**src/core/sbs_pkg.sv**
```systemverilog
package sbs_pkg;
    // Clock and startup quiet time after standby exit
    localparam longint unsigned CLK_HZ = 100_000_000;
    localparam longint unsigned STARTUP_US = 10;
    localparam longint unsigned STARTUP_CYC = (STARTUP_US * CLK_HZ + 999_999) / 1_000_000;
    localparam int unsigned CNT_W = 10;

    // Electrical angle, 128 positions per electrical turn
    localparam int unsigned ANG_W = 7;
    localparam logic [6:0] ANG_HOME = 7'h00;

    // Angle advance per step clock, by resolution
    localparam logic [6:0] INC_FULL = 7'h20;
    localparam logic [6:0] INC_HALF = 7'h10;
    localparam logic [6:0] INC_QUARTER = 7'h08;
    localparam logic [6:0] INC_EIGHTH = 7'h04;
    localparam logic [6:0] INC_SIXTEENTH = 7'h02;
    localparam logic [6:0] INC_THIRTYSECOND = 7'h01;

    // Step resolution select codes
    localparam logic [2:0] MODE_LOW_POWER_STANDBY = 3'h0;
    localparam logic [2:0] MODE_FULL = 3'h1;
    localparam logic [2:0] MODE_HALF_A = 3'h2;
    localparam logic [2:0] MODE_QUARTER = 3'h3;
    localparam logic [2:0] MODE_HALF_B = 3'h4;
    localparam logic [2:0] MODE_EIGHTH = 3'h5;
    localparam logic [2:0] MODE_SIXTEENTH = 3'h6;

    // Current ratio full scale, percent
    localparam logic [7:0] RATIO_FULL = 8'h64;
    localparam logic [7:0] RATIO_ZERO = 8'h00;

    // Register byte offsets
    localparam logic [7:0] REG_CTRL = 8'h00;
    localparam logic [7:0] REG_STATUS = 8'h04;
    localparam logic [7:0] REG_IRQ_STAT = 8'h08;
    localparam logic [7:0] REG_IRQ_CLR = 8'h0c;
    localparam logic [7:0] REG_IRQ_EN = 8'h10;

    // Control fields
    localparam int unsigned CTRL_W = 2;
    localparam int unsigned CTRL_OUT_EN = 0;
    localparam int unsigned CTRL_BRAKE = 1;
    localparam logic [1:0] CTRL_RESET = 2'h1;

    // Interrupt event bits
    localparam int unsigned IRQ_W = 4;
    localparam int unsigned IRQ_FAULT = 0;
    localparam int unsigned IRQ_ALM_SET = 1;
    localparam int unsigned IRQ_ALM_CLR = 2;
    localparam int unsigned IRQ_HOME = 3;
    localparam logic [3:0] IRQ_RESET = 4'h0;

    // Status fields
    localparam int unsigned ST_W = 17;
    localparam logic [16:0] ST_RESET = 17'h00000;

    // Top state, Gray along standby, startup, run, trip
    typedef enum logic [1:0] {
        SBS_STANDBY = 2'b00,
        SBS_STARTUP = 2'b01,
        SBS_RUN = 2'b11,
        SBS_TRIP = 2'b10
    } sbs_state_t;
endpackage

```
**src/core/sbs_top.sv**
```systemverilog
// How it works
// - Brake input high brakes, low runs; CTRL_BRAKE set also brakes with the input low
// - CC brake holds +/-100% by phase sign
// - Step clocks advance angle while braking
// - Brake forces current ratio to full
// - Plus switch positive, minus switch negative
// - No CC plus brake: all four on
// - Home flag low only at initial angle
// - Fault flag low after shutdown detected
// - Fault clears on power or standby
// - Alarm low at detect, auto release below
// - Reference on logic supply disables CC
// - All select inputs low: standby, clears faults
// - Shutdown keeps outputs off until cleared
//
// Design decisions made here: the Wishbone interface to the registers and the register addresses.
`timescale 1ns/1ns
module sbs_top (
    // Clock and reset
    input wire logic clk_i,
    input wire logic rst_i,
    // Wishbone slave
    input wire logic wb_cyc_i,
    input wire logic wb_stb_i,
    input wire logic wb_we_i,
    input wire logic [7:0] wb_adr_i,
    input wire logic [3:0] wb_sel_i,
    input wire logic [31:0] wb_dat_i,
    output logic [31:0] wb_dat_o,
    output logic wb_ack_o,
    output logic irq_o,
    // Host control pins
    input wire logic step_clk_i,
    input wire logic dir_i,
    input wire logic brake_hold_i,
    input wire logic [2:0] step_resolution_select_i,
    // Supply and detector comparators
    input wire logic motor_power_supply_i,
    input wire logic cc_disable_i,
    input wire logic thermal_shutdown_i,
    input wire logic overcurrent_shutdown_i,
    input wire logic alarm_detect_i,
    input wire logic alarm_release_i,
    // Open-drain flags
    input wire logic home_angle_flag_i,
    output logic home_angle_flag_o,
    output logic home_angle_flag_oe_o,
    input wire logic fault_flag_i,
    output logic fault_flag_o,
    output logic fault_flag_oe_o,
    input wire logic thermal_alarm_out_i,
    output logic thermal_alarm_out_o,
    output logic thermal_alarm_out_oe_o,
    // Output stage
    output logic phase_a_plus_output_o,
    output logic phase_a_minus_output_o,
    output logic phase_b_plus_output_o,
    output logic phase_b_minus_output_o,
    output logic [sbs_pkg::ANG_W-1:0] angle_o,
    output logic [7:0] ratio_force_o,
    output logic ratio_forced_o
);
    import sbs_pkg::*;

    // Top state and startup counter
    sbs_state_t state;
    sbs_state_t next_state;
    logic [CNT_W-1:0] start_cnt;

    // Edge history for step clock and supply
    logic step_prev;
    logic power_prev;

    // Alarm latch, brake sign memory, edge memory for events
    logic alarm;
    logic brake_prev;
    logic sign_a_held;
    logic sign_b_held;
    logic home_prev;

    // Register side
    logic [CTRL_W-1:0] ctrl;
    logic [IRQ_W-1:0] events;
    logic [ST_W-1:0] status;

    // Angle counter outputs
    logic [ANG_W-1:0] angle;
    logic home;

    wire standby = (step_resolution_select_i == MODE_LOW_POWER_STANDBY);
    // Supply reassertion edge
    wire power_rise = motor_power_supply_i && !power_prev;
    wire shutdown = thermal_shutdown_i || overcurrent_shutdown_i;
    // Step edge, only honoured while running or tripped
    wire step_pulse = step_clk_i && !step_prev && (state == SBS_RUN || state == SBS_TRIP);
    wire brake = brake_hold_i || ctrl[CTRL_BRAKE];
    wire brake_rise = brake && !brake_prev;
    wire startup_done = (start_cnt == CNT_W'(STARTUP_CYC - 1));

    // Angle increment from the resolution select
    logic [ANG_W-1:0] inc;
    always_comb begin
        case (step_resolution_select_i)
            MODE_FULL: inc = INC_FULL;
            MODE_HALF_A: inc = INC_HALF;
            MODE_HALF_B: inc = INC_HALF;
            MODE_QUARTER: inc = INC_QUARTER;
            MODE_EIGHTH: inc = INC_EIGHTH;
            MODE_SIXTEENTH: inc = INC_SIXTEENTH;
            default: inc = INC_THIRTYSECOND;
        endcase
    end

    // Phase signs from the angle quadrant
    // sign by conducting switch
    wire sign_a = !angle[ANG_W-1];
    wire sign_b = !(angle[ANG_W-1] ^ angle[ANG_W-2]);

    // Output stage live only when running, powered and enabled
    // off while tripped
    wire stage_on = (state == SBS_RUN) && motor_power_supply_i && ctrl[CTRL_OUT_EN];
    // no regulation when reference on logic supply
    wire cc_on = !cc_disable_i;

    // Switch pattern before the output flops
    logic [3:0] next_sw;
    always_comb begin
        if (!stage_on) begin
            next_sw = 4'h0;
        end else if (brake && !cc_on) begin
            next_sw = 4'hf;
        end else if (brake) begin
            next_sw = {sign_a_held, !sign_a_held, sign_b_held, !sign_b_held};
        end else begin
            next_sw = {sign_a, !sign_a, sign_b, !sign_b};
        end
    end

    // State transitions
    always_comb begin
        next_state = state;
        case (state)
            SBS_STANDBY: begin
                if (!standby) begin
                    next_state = SBS_STARTUP;
                end
            end
            SBS_STARTUP: begin
                if (standby) begin
                    next_state = SBS_STANDBY;
                end else if (shutdown) begin
                    next_state = SBS_TRIP;
                end else if (startup_done) begin
                    next_state = SBS_RUN;
                end
            end
            SBS_RUN: begin
                if (standby) begin
                    next_state = SBS_STANDBY;
                end else if (shutdown) begin
                    next_state = SBS_TRIP;
                end
            end
            SBS_TRIP: begin
                // a fresh shutdown outweighs the clear
                if (shutdown) begin
                    next_state = SBS_TRIP;
                end else if (standby) begin
                    next_state = SBS_STANDBY;
                end else if (power_rise) begin
                    next_state = SBS_RUN;
                end
            end
            default: next_state = SBS_STANDBY;
        endcase
    end

    // State register and startup wait
    always_ff @(posedge clk_i) begin
        if (rst_i) begin
            state <= SBS_STANDBY;
            start_cnt <= '0;
        end else begin
            state <= next_state;
            start_cnt <= (state == SBS_STARTUP) ? start_cnt + 1'b1 : '0;
        end
    end

    // Edge history
    always_ff @(posedge clk_i) begin
        if (rst_i) begin
            step_prev <= 1'b0;
            power_prev <= 1'b0;
            brake_prev <= 1'b0;
            // Angle starts at home, so no false home event after reset
            home_prev <= 1'b1;
        end else begin
            step_prev <= step_clk_i;
            power_prev <= motor_power_supply_i;
            brake_prev <= brake;
            home_prev <= home;
        end
    end

    // Phase sign captured at brake entry, tracked otherwise
    always_ff @(posedge clk_i) begin
        if (rst_i) begin
            sign_a_held <= 1'b1;
            sign_b_held <= 1'b1;
        end else if (!brake || brake_rise) begin
            sign_a_held <= sign_a;
            sign_b_held <= sign_b;
        end
    end

    // alarm sets at detect, releases on its own
    always_ff @(posedge clk_i) begin
        if (rst_i) begin
            alarm <= 1'b0;
        end else if (alarm_detect_i) begin
            alarm <= 1'b1;
        end else if (alarm_release_i) begin
            alarm <= 1'b0;
        end
    end

    // Registered pins; flags drive low through their enables
    always_ff @(posedge clk_i) begin
        if (rst_i) begin
            {phase_a_plus_output_o, phase_a_minus_output_o} <= 2'h0;
            {phase_b_plus_output_o, phase_b_minus_output_o} <= 2'h0;
            home_angle_flag_oe_o <= 1'b0;
            fault_flag_oe_o <= 1'b0;
            thermal_alarm_out_oe_o <= 1'b0;
            angle_o <= ANG_HOME;
            ratio_force_o <= RATIO_ZERO;
            ratio_forced_o <= 1'b0;
        end else begin
            {phase_a_plus_output_o, phase_a_minus_output_o} <= next_sw[3:2];
            {phase_b_plus_output_o, phase_b_minus_output_o} <= next_sw[1:0];
            home_angle_flag_oe_o <= home;
            fault_flag_oe_o <= (next_state == SBS_TRIP);
            thermal_alarm_out_oe_o <= alarm;
            angle_o <= angle;
            ratio_force_o <= brake ? RATIO_FULL : RATIO_ZERO;
            ratio_forced_o <= brake;
        end
    end

    // Open drain outputs only ever pull low
    assign home_angle_flag_o = 1'b0;
    assign fault_flag_o = 1'b0;
    assign thermal_alarm_out_o = 1'b0;

    // Events for the interrupt block
    assign events[IRQ_FAULT] = (state != SBS_TRIP) && (next_state == SBS_TRIP);
    assign events[IRQ_ALM_SET] = alarm_detect_i && !alarm;
    assign events[IRQ_ALM_CLR] = alarm_release_i && !alarm_detect_i && alarm;
    assign events[IRQ_HOME] = home && !home_prev;

    // Status word: angle, latches, mode, pin readback
    assign status = {thermal_alarm_out_i, fault_flag_i, home_angle_flag_i,
                     (state == SBS_STARTUP), brake, standby, home, alarm,
                     (state == SBS_TRIP), 1'b0, angle};

    // Angle counter, cleared in standby
    sbs_angle_ctr u_angle (
        .clk_i(clk_i),
        .rst_i(rst_i),
        .clear_i(state == SBS_STANDBY),
        .step_i(step_pulse),
        .dir_i(dir_i),
        .inc_i(inc),
        .angle_o(angle),
        .home_o(home)
    );

    // Register file and interrupt
    sbs_wb_regs u_regs (
        .clk_i(clk_i),
        .rst_i(rst_i),
        .wb_cyc_i(wb_cyc_i),
        .wb_stb_i(wb_stb_i),
        .wb_we_i(wb_we_i),
        .wb_adr_i(wb_adr_i),
        .wb_sel_i(wb_sel_i),
        .wb_dat_i(wb_dat_i),
        .wb_dat_o(wb_dat_o),
        .wb_ack_o(wb_ack_o),
        .status_i(status),
        .event_i(events),
        .ctrl_o(ctrl),
        .irq_o(irq_o)
    );
endmodule

```
**src/core/sbs_angle_ctr.sv**
```systemverilog
`timescale 1ns/1ns
module sbs_angle_ctr (
    // Clock and reset
    input wire logic clk_i,
    input wire logic rst_i,
    // Control
    input wire logic clear_i,
    input wire logic step_i,
    input wire logic dir_i,
    input wire logic [sbs_pkg::ANG_W-1:0] inc_i,
    // Angle state
    output logic [sbs_pkg::ANG_W-1:0] angle_o,
    output logic home_o
);
    import sbs_pkg::*;

    // Next angle, forward or backward by the resolution step
    logic [ANG_W-1:0] next_angle;
    assign next_angle = dir_i ? (angle_o + inc_i) : (angle_o - inc_i);

    // Counter; reset value is the initial angle
    always_ff @(posedge clk_i) begin
        if (rst_i || clear_i) begin
            angle_o <= ANG_HOME;
        end else if (step_i) begin
            angle_o <= next_angle;
        end
    end

    // Home compare from the counter itself
    assign home_o = (angle_o == ANG_HOME);
endmodule

```
**src/core/sbs_wb_regs.sv**
```systemverilog
`timescale 1ns/1ns
module sbs_wb_regs (
    // Clock and reset
    input wire logic clk_i,
    input wire logic rst_i,
    // Wishbone slave
    input wire logic wb_cyc_i,
    input wire logic wb_stb_i,
    input wire logic wb_we_i,
    input wire logic [7:0] wb_adr_i,
    input wire logic [3:0] wb_sel_i,
    input wire logic [31:0] wb_dat_i,
    output logic [31:0] wb_dat_o,
    output logic wb_ack_o,
    // Block side
    input wire logic [sbs_pkg::ST_W-1:0] status_i,
    input wire logic [sbs_pkg::IRQ_W-1:0] event_i,
    output logic [sbs_pkg::CTRL_W-1:0] ctrl_o,
    output logic irq_o
);
    import sbs_pkg::*;

    // Interrupt status and enable
    logic [IRQ_W-1:0] irq_stat;
    logic [IRQ_W-1:0] irq_en;

    // Access decode, one ack per request
    wire req = wb_cyc_i && wb_stb_i && !wb_ack_o;
    wire wr = req && wb_we_i && wb_sel_i[0];
    wire hit_ctrl = (wb_adr_i == REG_CTRL);
    wire hit_clr = (wb_adr_i == REG_IRQ_CLR);
    wire hit_en = (wb_adr_i == REG_IRQ_EN);
    wire [IRQ_W-1:0] clr_mask = (wr && hit_clr) ? wb_dat_i[IRQ_W-1:0] : '0;

    // Read mux; unmapped and write-only read zero
    logic [31:0] rd_data;
    always_comb begin
        rd_data = '0;
        case (wb_adr_i)
            REG_CTRL: rd_data[CTRL_W-1:0] = ctrl_o;
            REG_STATUS: rd_data[ST_W-1:0] = status_i;
            REG_IRQ_STAT: rd_data[IRQ_W-1:0] = irq_stat;
            REG_IRQ_EN: rd_data[IRQ_W-1:0] = irq_en;
            default: rd_data = '0;
        endcase
    end

    // Ack and read data one cycle after the request
    always_ff @(posedge clk_i) begin
        if (rst_i) begin
            wb_ack_o <= 1'b0;
            wb_dat_o <= '0;
        end else begin
            wb_ack_o <= req;
            wb_dat_o <= req ? rd_data : '0;
        end
    end

    // Writable registers; low byte lane only carries fields
    always_ff @(posedge clk_i) begin
        if (rst_i) begin
            ctrl_o <= CTRL_RESET;
            irq_en <= IRQ_RESET;
        end else begin
            if (wr && hit_ctrl) begin
                ctrl_o <= wb_dat_i[CTRL_W-1:0];
            end
            if (wr && hit_en) begin
                irq_en <= wb_dat_i[IRQ_W-1:0];
            end
        end
    end

    // Sticky events; a set in the clear cycle survives
    always_ff @(posedge clk_i) begin
        if (rst_i) begin
            irq_stat <= IRQ_RESET;
            irq_o <= 1'b0;
        end else begin
            irq_stat <= (irq_stat & ~clr_mask) | event_i;
            irq_o <= |(((irq_stat & ~clr_mask) | event_i) & irq_en);
        end
    end
endmodule

```
**config.mk**
```make
export PLATFORM = sky130hd
export DESIGN_NAME = sbs_top
export DESIGN_NICKNAME = d
export VERILOG_FILES = /design/src/core/sbs_pkg.sv /design/src/core/sbs_top.sv /design/src/core/sbs_angle_ctr.sv /design/src/core/sbs_wb_regs.sv
export SDC_FILE = /design/constraint.sdc
export NUM_CORES = 1
export LEC_CHECK = 0
export ABC_AREA = 1
export BUFFER_PORTS_ARGS = -buffer_cell sky130_fd_sc_hd__clkbuf_2
export CELL_PAD_IN_SITES_DETAIL_PLACEMENT = 0
export CELL_PAD_IN_SITES_GLOBAL_PLACEMENT = 1
export CORE_MARGIN = 4
export CORE_UTILIZATION = 37
export CTS_CLUSTER_DIAMETER = 80
export DETAILED_ROUTE_END_ITERATION = 10
export PLACE_DENSITY = 0.87
export REMOVE_ABC_BUFFERS = 1
export SLEW_MARGIN = 20
export SYNTH_ARGS = -nofsm -noshare
export SYNTH_HDL_FRONTEND = slang
export SYNTH_HIERARCHICAL = 1
export SYNTH_SLANG_ARGS = --single-unit
```
**constraint.sdc**
```tcl
create_clock -name clk_i -period 4.07 [get_ports clk_i]
set_input_delay 0.2035 -clock clk_i [delete_from_list [all_inputs] [get_ports clk_i]]
set_output_delay 0.2035 -clock clk_i [all_outputs]
set_load 0.01 [all_outputs]
```
# After elaboration in Yosys (flattened, before gate mapping)
# Cells that the tools add are included.
# Widths: inputs -> output; s select.
# totals
ff_bits	92
in_bits	64
output_inout_bits	60
# classes
add_sub_neg	3
eq_ne	16
muxes	21
bitwise_logic	9
n_reduce_logical	47
# op_table
op	count
$pmux 6 s5	1
$logic_and 1x1->1	19
$mux 2	9
$eq 8x4->1 const B	2
$pmux 2 s4	2
$mux 7	2
$mux 13	1
$logic_not 1->1	12
$mux 4	3
$add 10x1->10 const B	1
$eq 10x10->1 const B	1
$eq 3x3->1 const B	3
$and 4x4->4	2
$eq 8x3->1 const B	1
$eq 8x5->1 const B	1
$logic_not 8->1	1
$reduce_or 2->1	4
$add 7x6->7	1
$logic_not 7->1	1
$sub 7x6->7	1
$eq 2x2->1 const B	3
$eq 3x2->1 const B	2
$pmux 2 s3	1
$logic_or 1x1->1	5
13 further kinds	17

# Depth between registers and ports, before layout
# Gate-level depths: netlist of run 1.
# depth
depth_word	11
depth_mapped	19
depth_no_buf	19

# Hierarchy
# Netlist of run 1, hierarchy kept.
# modules_own_cells
mod	instances	cells_per_inst	area_per_inst_um2	seq_area_each_um2
sbs_top	1	199	1447.6	660.6
sbs_wb_regs	1	178	1341.3	580.6
sbs_angle_ctr	1	101	694.4	140.1

# Worst setup path before layout of run 1
# No wires, ideal clock.
# synth_path
path_type	in2reg
from	input port step_resolution_select_i[1]
to	register u_angle/angle_o[6] in the netlist's numbering
setup_ps	64
t_arrival_ps	2120
required_ps	4006
slack_ps	1886
stages	19
cell_sequence	nor2_1 nand2_2 o21ai_0 inv_1 ha_1 a21oi_1 xor2_1 ha_1 nand2_2 inv_1 nand2_1 nand2_1 nor2_2 inv_1 nand2_1 nand3_1 nand2_1 inv_1 nor2_1
# synth_between
elab_chain_len	5
# synth_rtl
item	line_no	source
from (decl)	sbs_top.sv:36	input wire logic [2:0] step_resolution_select_i,
$eq 3x3->1 / $eq 3x2->1 (equally long branches)	sbs_top.sv:103	case (step_resolution_select_i)
$reduce_or 2->1 (no line)	n/a	
$pmux 6 s5 *	sbs_top.sv:103	
via inc[0]	sbs_top.sv:101	logic [ANG_W-1:0] inc;
$sub 7x6->7 / $add 7x6->7 (equally long branches)	sbs_angle_ctr.sv:19	assign next_angle = dir_i ? (angle_o + inc_i) : (angle_o - inc_i);
$mux 7 *	sbs_angle_ctr.sv:19	
to (signal assigned)	sbs_angle_ctr.sv:26	angle_o <= next_angle;
to (decl)	sbs_angle_ctr.sv:12	output logic [sbs_pkg::ANG_W-1:0] angle_o,
# Mark *: on every way through the listed nets, which the timed path passes. The rest lies on a longest branch.
# A chain may end at the register's enable or synchronous reset.

# Worst setup path in the final report of run 1
# Same ends and word-level chain as after synthesis.

==> impl_metrics.tcl, run 1 <==
set metrics [dict create \
    status "completed" \
    crit_path_start_kind "input port" \
    period_share_pct 56.6 \
    max-clock-path-buffers 2 \
    vdd_drop_max_v 0.000188 \
    period_needed_ps 2300 \
    cp_max_fo 5 \
    synth_top_area_share_pct 39.7 \
    combPwrFrac_pct 10.9 \
    antenna_found_initial 0 \
    rows 35 \
    die-area_um2 11000 \
    drc 0 \
    antennaDiodeCount 0 \
    die_w_um 105 \
    io_pins 124 \
    regToRegEndpoint "u_angle/angle_o[6]$_SDFFE_PP0P_" \
    seq_power_share_pct 46.8 \
    avgSynthCellArea_um2 7.29 \
    grt_pass1_vias 2758 \
    grt_overflow 0 \
    vias_per_cell 4.44 \
    clock-root-buffer "clkbuf_8" \
    grt_use_total_pct 13.0 \
    maxSlewHeadroom_pct 56.9 \
    synth-seq-area-share_pct 39.7 \
    min_path_type "input port to flip-flop" \
    antenna_left 0 \
    rsz0062_at_grt "no" \
    netlist_area_um2 3480 \
    drv_cap 0 \
    io_buffers 69 \
    end_kind "flip-flop" \
    postSynthCellCount 478 \
    reg2reg_from "u_angle/angle_o[0]$_SDFFE_PP0P_" \
    p_leak_uw 0.00207 \
    timing.fmax_mhz 434 \
    post-cts-setup-buffers 0 \
    fillCellCount 985 \
    hpwl_mm 5.60 \
    cts_tree "done" \
    area_growth_pct 17.0 \
    clk_pin_slew_ps 70 \
    tns_ps 0 \
    core_area_um2 9200 \
    grt_max_degree 27 \
    nNetsFinal 627 \
    yosysWarnings 6 \
    setup.worst_path.start "step_resolution_select_i[1]" \
    start_util_pct 37.9 \
    p_total_uw 1500 \
    power_switching_uw 371 \
    cp.required_ps 4300 \
    layout-drive-gt1-share_pct 24.6 \
    drt_wl_total_mm 7.01 \
    crit_type "input port to flip-flop" \
    pwr-share-clk_pct 42.4 \
    grt_pass1_wl_mm 11.8 \
    post-place-ws_ps 1410 \
    hold_viol 0 \
    final_cells 669 \
    setup.worst_path.end "u_angle/angle_o[6]$_SDFFE_PP0P_" \
    cts_hold_buf 0 \
    power.density_nw_per_um2 367 \
    r2r_slack_ps 2320 \
    p_int_uw 1120 \
    wl_per_cell_um 10.5 \
    synth_top_area_cell "dfxtp_1" \
    cts_htree_levels 3 \
    cts_buffers 9 \
    slew_viol_final 0 \
    switching_share_pct 24.8 \
    cts_sinks 69 \
    finClkSkew_ps 8.99 \
    dp.cells 653 \
    drtIter0Drc 103 \
    synth_area_leaders "dfxtp_1 (40%), nand2_1 (9.6%), inv_1 (7.9%)" \
    ys_ff_latch 69 \
    finalSetupViolations 0 \
    cts_resized 0 \
    die_height_um 105 \
    synth_cell_types 34 \
    detail_route.first_pass.iterations 4 \
    cp.arrival_ps 2530 \
    worstRegToRegCells 10 \
    worstSkewPairLatency_ps 330 \
    place_congestion 0.889 \
    holdWs_ps 66.8 \
    vias 2969 \
    setup_ws_ps 1770 \
    tightestPinTransition_ps 647 \
]
area by class of cell:
type | count | area [um2] | share of cell area [%]
timing repair buffer | 69 | 345 | 8.48
clock buffer | 11 | 151 | 3.72
clock inverter | 5 | 81.3 | 2.00
tap | 111 | 139 | 3.41
sequential | 69 | 1380 | 33.9
inverter | 87 | 327 | 8.02
multi-input combinational | 317 | 1650 | 40.5
Yosys cell counts (all sizes together):
library cell,instances
ha,9
clkinv,3
nor3,8
nand3,24
o211ai,1
xor2,6
a21oi,22
fa,1
buf,29
nand4,6
nor4,1
dfxtp,69
o21ai,21
nor2,90
a31oi,2
conb,2
xnor2,3
and2,1
nand2,96
inv,84
how the worst min path moves through the flow:
| stage | from | end | slack [ps] | cells after the start |
|---|---|---|---|---|
| 3_5_place_dp | fault_flag_i | u_regs/wb_dat_o[15]$_SDFF_PP0_ | 410 | 3 |
| 2_1_floorplan | rst_i | u_regs/irq_stat[0]$_SDFF_PP0_ | 270 | 1 |
| 4_1_cts | thermal_alarm_out_i | u_regs/wb_dat_o[16]$_SDFF_PP0_ | 50 | 3 |
| 6_report | thermal_alarm_out_i | u_regs/wb_dat_o[16]$_SDFF_PP0_ | 70 | 3 |
| 5_1_grt | thermal_alarm_out_i | u_regs/wb_dat_o[16]$_SDFF_PP0_ | 50 | 3 |
| 3_3_place_gp | fault_flag_i | u_regs/wb_dat_o[15]$_SDFF_PP0_ | 410 | 3 |
cell families (layout without fill, tap and decap cells):
family,count (synthesis),count (layout),share of synthesized area (%)
and+or+nand+nor,226,226,31.6
buffers and inverters,116,172,15.6
DFF,69,69,39.7
AOI/OAI and AO/OA,46,46,6.86
adders and majority gates,10,10,3.81
xor gates and xnor gates,9,9,2.26
other,2,26,0.216
layout by cell type (no fill, tap or decap), types with 2 or more instances in the layout:
master,count
dfxtp_1,69
o21ai_0,15
nor3_1,6
clkbuf_8,11
nor3_2,2
xor2_1,6
conb_1,26
nand3_1,13
inv_1,73
ha_1,9
nand2_1,89
o21ai_1,5
a21oi_1,22
nand2_2,6
clkbuf_2,69
inv_2,11
clkinv_1,3
nand4_1,5
nor2_1,71
bufinv_16,2
nor2_2,12
nor2_4,6
a31oi_1,2
xnor2_1,3
nand3_2,10
power groups by stage:
| stage | logic, uW | clock network (uW) | registers (uW) |
|---|---|---|---|
| detailed placement | 163 | 0 | 715 |
| CTS | 164 | 649 | 700 |
| global placement | 159 | 0 | 715 |
| global route | 188 | 683 | 702 |
| finish | 163 | 633 | 700 |
| floorplan | 111 | 0 | 715 |
worst max-delay path: stages:
cell and delay (ps):
clkbuf_2 110, nor2_1 170, nand2_2 110, o21ai_0 200, inv_1 90, ha_1 300, nand2_1 60, o21ai_0 180
fa_1 510, clkinv_1 80, nor3_2 40, nor2_2 130, inv_1 50, nand2_1 80, nand4_1 90, nand2_1 100
nor2_1 40
metal layers:
metal  share of wire [%]  GRT usage (%)
met2                  47           22.1
met4                 1.7           4.59
met3                 6.3           3.34
met1                  45           15.8
met5                   0              0
flip-flops by register name, summed over array words and instances, names as in the netlist, 2 cells and up:
name,cells
u_regs/ctrl_o,2
u_regs/irq_en,4
state,2
start_cnt,10
u_regs/irq_stat,4
u_angle/angle_o,7
u_regs/wb_dat_o,17
angle_o,7
metrics by stage:
| stage | instance area, um2 | utilization [%] |
|---|---|---|
| global route | 4070 | 44.3 |
| floorplan | 3360 | - |
| detailed placement | 3840 | 41.8 |
| CTS | 4070 | 44.3 |
| global placement | 3840 | 41.8 |
| finish | 4070 | 44.3 |
(Power assumes the default switching activity.)
==> run 2: changes to the inputs <==
- CORE_UTILIZATION: 37 -> 35
- PLACE_DENSITY: 0.87 -> 0.83
- clock period: 4.07 -> 2.15 ns (I/O delays scaled with it)
==> run 2 against run 1 <==
Effect of this change: routed wire length is 4.9% higher; total power is 68% higher; clock skew shrank 0.72 ps; cell count up 6.1%; critical path type unchanged.
==> impl_metrics.tcl, run 2 (synthesis gave the netlist of run 1 again) <==
set metrics [dict create \
    status "completed" \
    nNetsFinal 648 \
    crit_path_start_kind "input port" \
    regToRegEndpoint "u_angle/angle_o[6]$_SDFFE_PP0P_" \
    core_area_um2 9730 \
    tightestPinTransition_ps 608 \
    antennaDiodeCount 0 \
    seq_area_um2 1380 \
    cts_buffers 9 \
    rows 36 \
    slew_viol_final 0 \
    cts_sinks 69 \
    hold_end "step_prev$_SDFF_PP0_" \
    io_buffers 69 \
    power.density_nw_per_um2 599 \
    largest_register_ffs 17 \
    hold-path-cell-count 3 \
    vias 3016 \
    finClkSkew_ps 8.26 \
    regMostFlops "u_regs/wb_dat_o" \
    die-area_um2 11600 \
    io_pins 124 \
    worstRegToRegCells 11 \
    drtIter0Drc 93 \
    p_leak_uw 0.00213 \
    worstSkewPairLatency_ps 330 \
    hold_viol 0 \
    fin_area_um2 4200 \
    drv_cap 0 \
    grt_pass1_wl_mm 12.1 \
    grt_overflow 0 \
    die_w_um 108 \
    layout-drive-gt1-share_pct 26.7 \
    tns_ps 0 \
    vias_per_cell 4.25 \
    wl_per_cell_um 10.4 \
    slowest_delay_ps 310 \
    largest_registers "u_regs/wb_dat_o x17, start_cnt x10" \
    hold_start "step_clk_i" \
    die_height_um 108 \
    start_util_pct 35.8 \
    vdd_drop_max_v 0.000207 \
    clk_pin_slew_ps 60 \
    grt_max_degree 23 \
    cts_tree "done" \
    grt_use_total_pct 12.9 \
    final_common_cell "nand2_1" \
    place_area_um2 4000 \
    finalSetupViolations 0 \
    fillCellCount 1050 \
    mostFrequentLayoutCells "nand2_1 (89), inv_1 (73), nor2_1 (69), dfxtp_1 (69), clkbuf_2 (69)" \
    drt_wl_total_mm 7.35 \
    hpwl_mm 5.81 \
    cp.arrival_ps 2110 \
    reg2reg_from "u_angle/angle_o[0]$_SDFFE_PP0P_" \
    critPathBufInv 4 \
    final_util_pct 43.1 \
    cp_common_cell "nand2_1" \
    r2r_slack_ps 450 \
    timing.fmax_mhz 531 \
    antenna_left 0 \
    cp_max_fo 5 \
    holdWs_ps 14.2 \
    cts_htree_levels 3 \
    min_path_type "input port to flip-flop" \
    max-clock-path-buffers 2 \
    crit_type "input port to flip-flop" \
    grt_pass1_vias 2832 \
    critPathSlowestCell "ha_1" \
    clock-root-buffer "clkbuf_8" \
    drc 0 \
    path_delay_family "simple AND/OR/NAND/NOR gates" \
    area_growth_pct 20.5 \
    detail_route.first_pass.iterations 4 \
    antenna_found_initial 0 \
    period_share_pct 87.6 \
    maxSlewHeadroom_pct 59.5 \
    end_kind "flip-flop" \
    p_total_uw 2510 \
    cp.depth 16 \
    multi_input_area_um2 1670 \
    period_needed_ps 1880 \
    cp.required_ps 2370 \
    path_cells "clkbuf_2, buf_4, nand2_1, nor2_2, inv_1, ha_1, nor2_1, xor2_1, ha_1, a21oi_1, nand2_1, nand3_1, nand2_1, xor2_1, o21ai_1, inv_1" \
    place_congestion 0.865 \
]
==> run 2: cell types whose count changed in the layout (fill, tap and decap cells not counted), sizes merged <==
cell | before | now
buf | 0 | 18
dlygate4sd3 | 0 | 3
bufinv | 2 | 0
clkbuf | 80 | 81
inv | 85 | 84
==> run 2: through the flow <==
stage / setup WS [ps] / instances
floorplan: 62.1 / 473
global route: -11.0 / 710
detailed placement: -171 / 693
CTS: 177 / 710
finish: 267 / 710
global placement: -83.1 / 693
==> run 2: how the worst max path moves through the flow <==
stage,startpoint,endpoint
2_1_floorplan,step_resolution_select_i[1],u_angle/angle_o[6]$_SDFFE_PP0P_
5_1_grt,step_resolution_select_i[1],u_angle/angle_o[5]$_SDFFE_PP0P_
3_5_place_dp,step_resolution_select_i[1],u_angle/angle_o[5]$_SDFFE_PP0P_
3_3_place_gp,step_resolution_select_i[1],u_angle/angle_o[5]$_SDFFE_PP0P_
6_report,step_resolution_select_i[1],u_angle/angle_o[5]$_SDFFE_PP0P_
4_1_cts,step_resolution_select_i[1],u_angle/angle_o[5]$_SDFFE_PP0P_
==> run 2: routing by layer <==
metal | global-route usage (%) | routed length, um | share of wire, %
met5 | 0 | 0 | 0
met2 | 22.2 | 3480 | 47
met1 | 15.8 | 3320 | 45
met4 | 6.22 | 163 | 2.2
met3 | 1.86 | 392 | 5.3
==> run 2: final cells by class <==
cell class	count	area share [%]
clock buffer	12	3.22
multi-input combinational	317	39.7
tap	133	3.96
sequential	69	32.9
inverter	87	7.78
timing repair buffer	90	12.2
clock inverter	2	0.298
==> run 2: tightest hold or removal path, cell delays in order <==
cell	delay, ps
clkbuf_2	90
inv_1	70
nor2_1	40
==> run 2: repair_timing <==
| item | in CTS | in global routing |
|---|---|---|
| setup endpoints to repair | 0 | 3 |
| gates resized for setup | 0 | 5 |
| hold endpoints to repair | 3 | 0 |
| hold buffers | 3 | 0 |
| setup buffers | 0 | 0 |
==> run 2: report_power, final <==
| group | switching [uW] | internal (uW) | total (uW) | leakage (uW) |
|---|---|---|---|---|
| logic | 211 | 142 | 353 | 0.00150 |
| clock network | 431 | 405 | 836 | 0.0000723 |
| registers | 21.8 | 1300 | 1330 | 0.000559 |
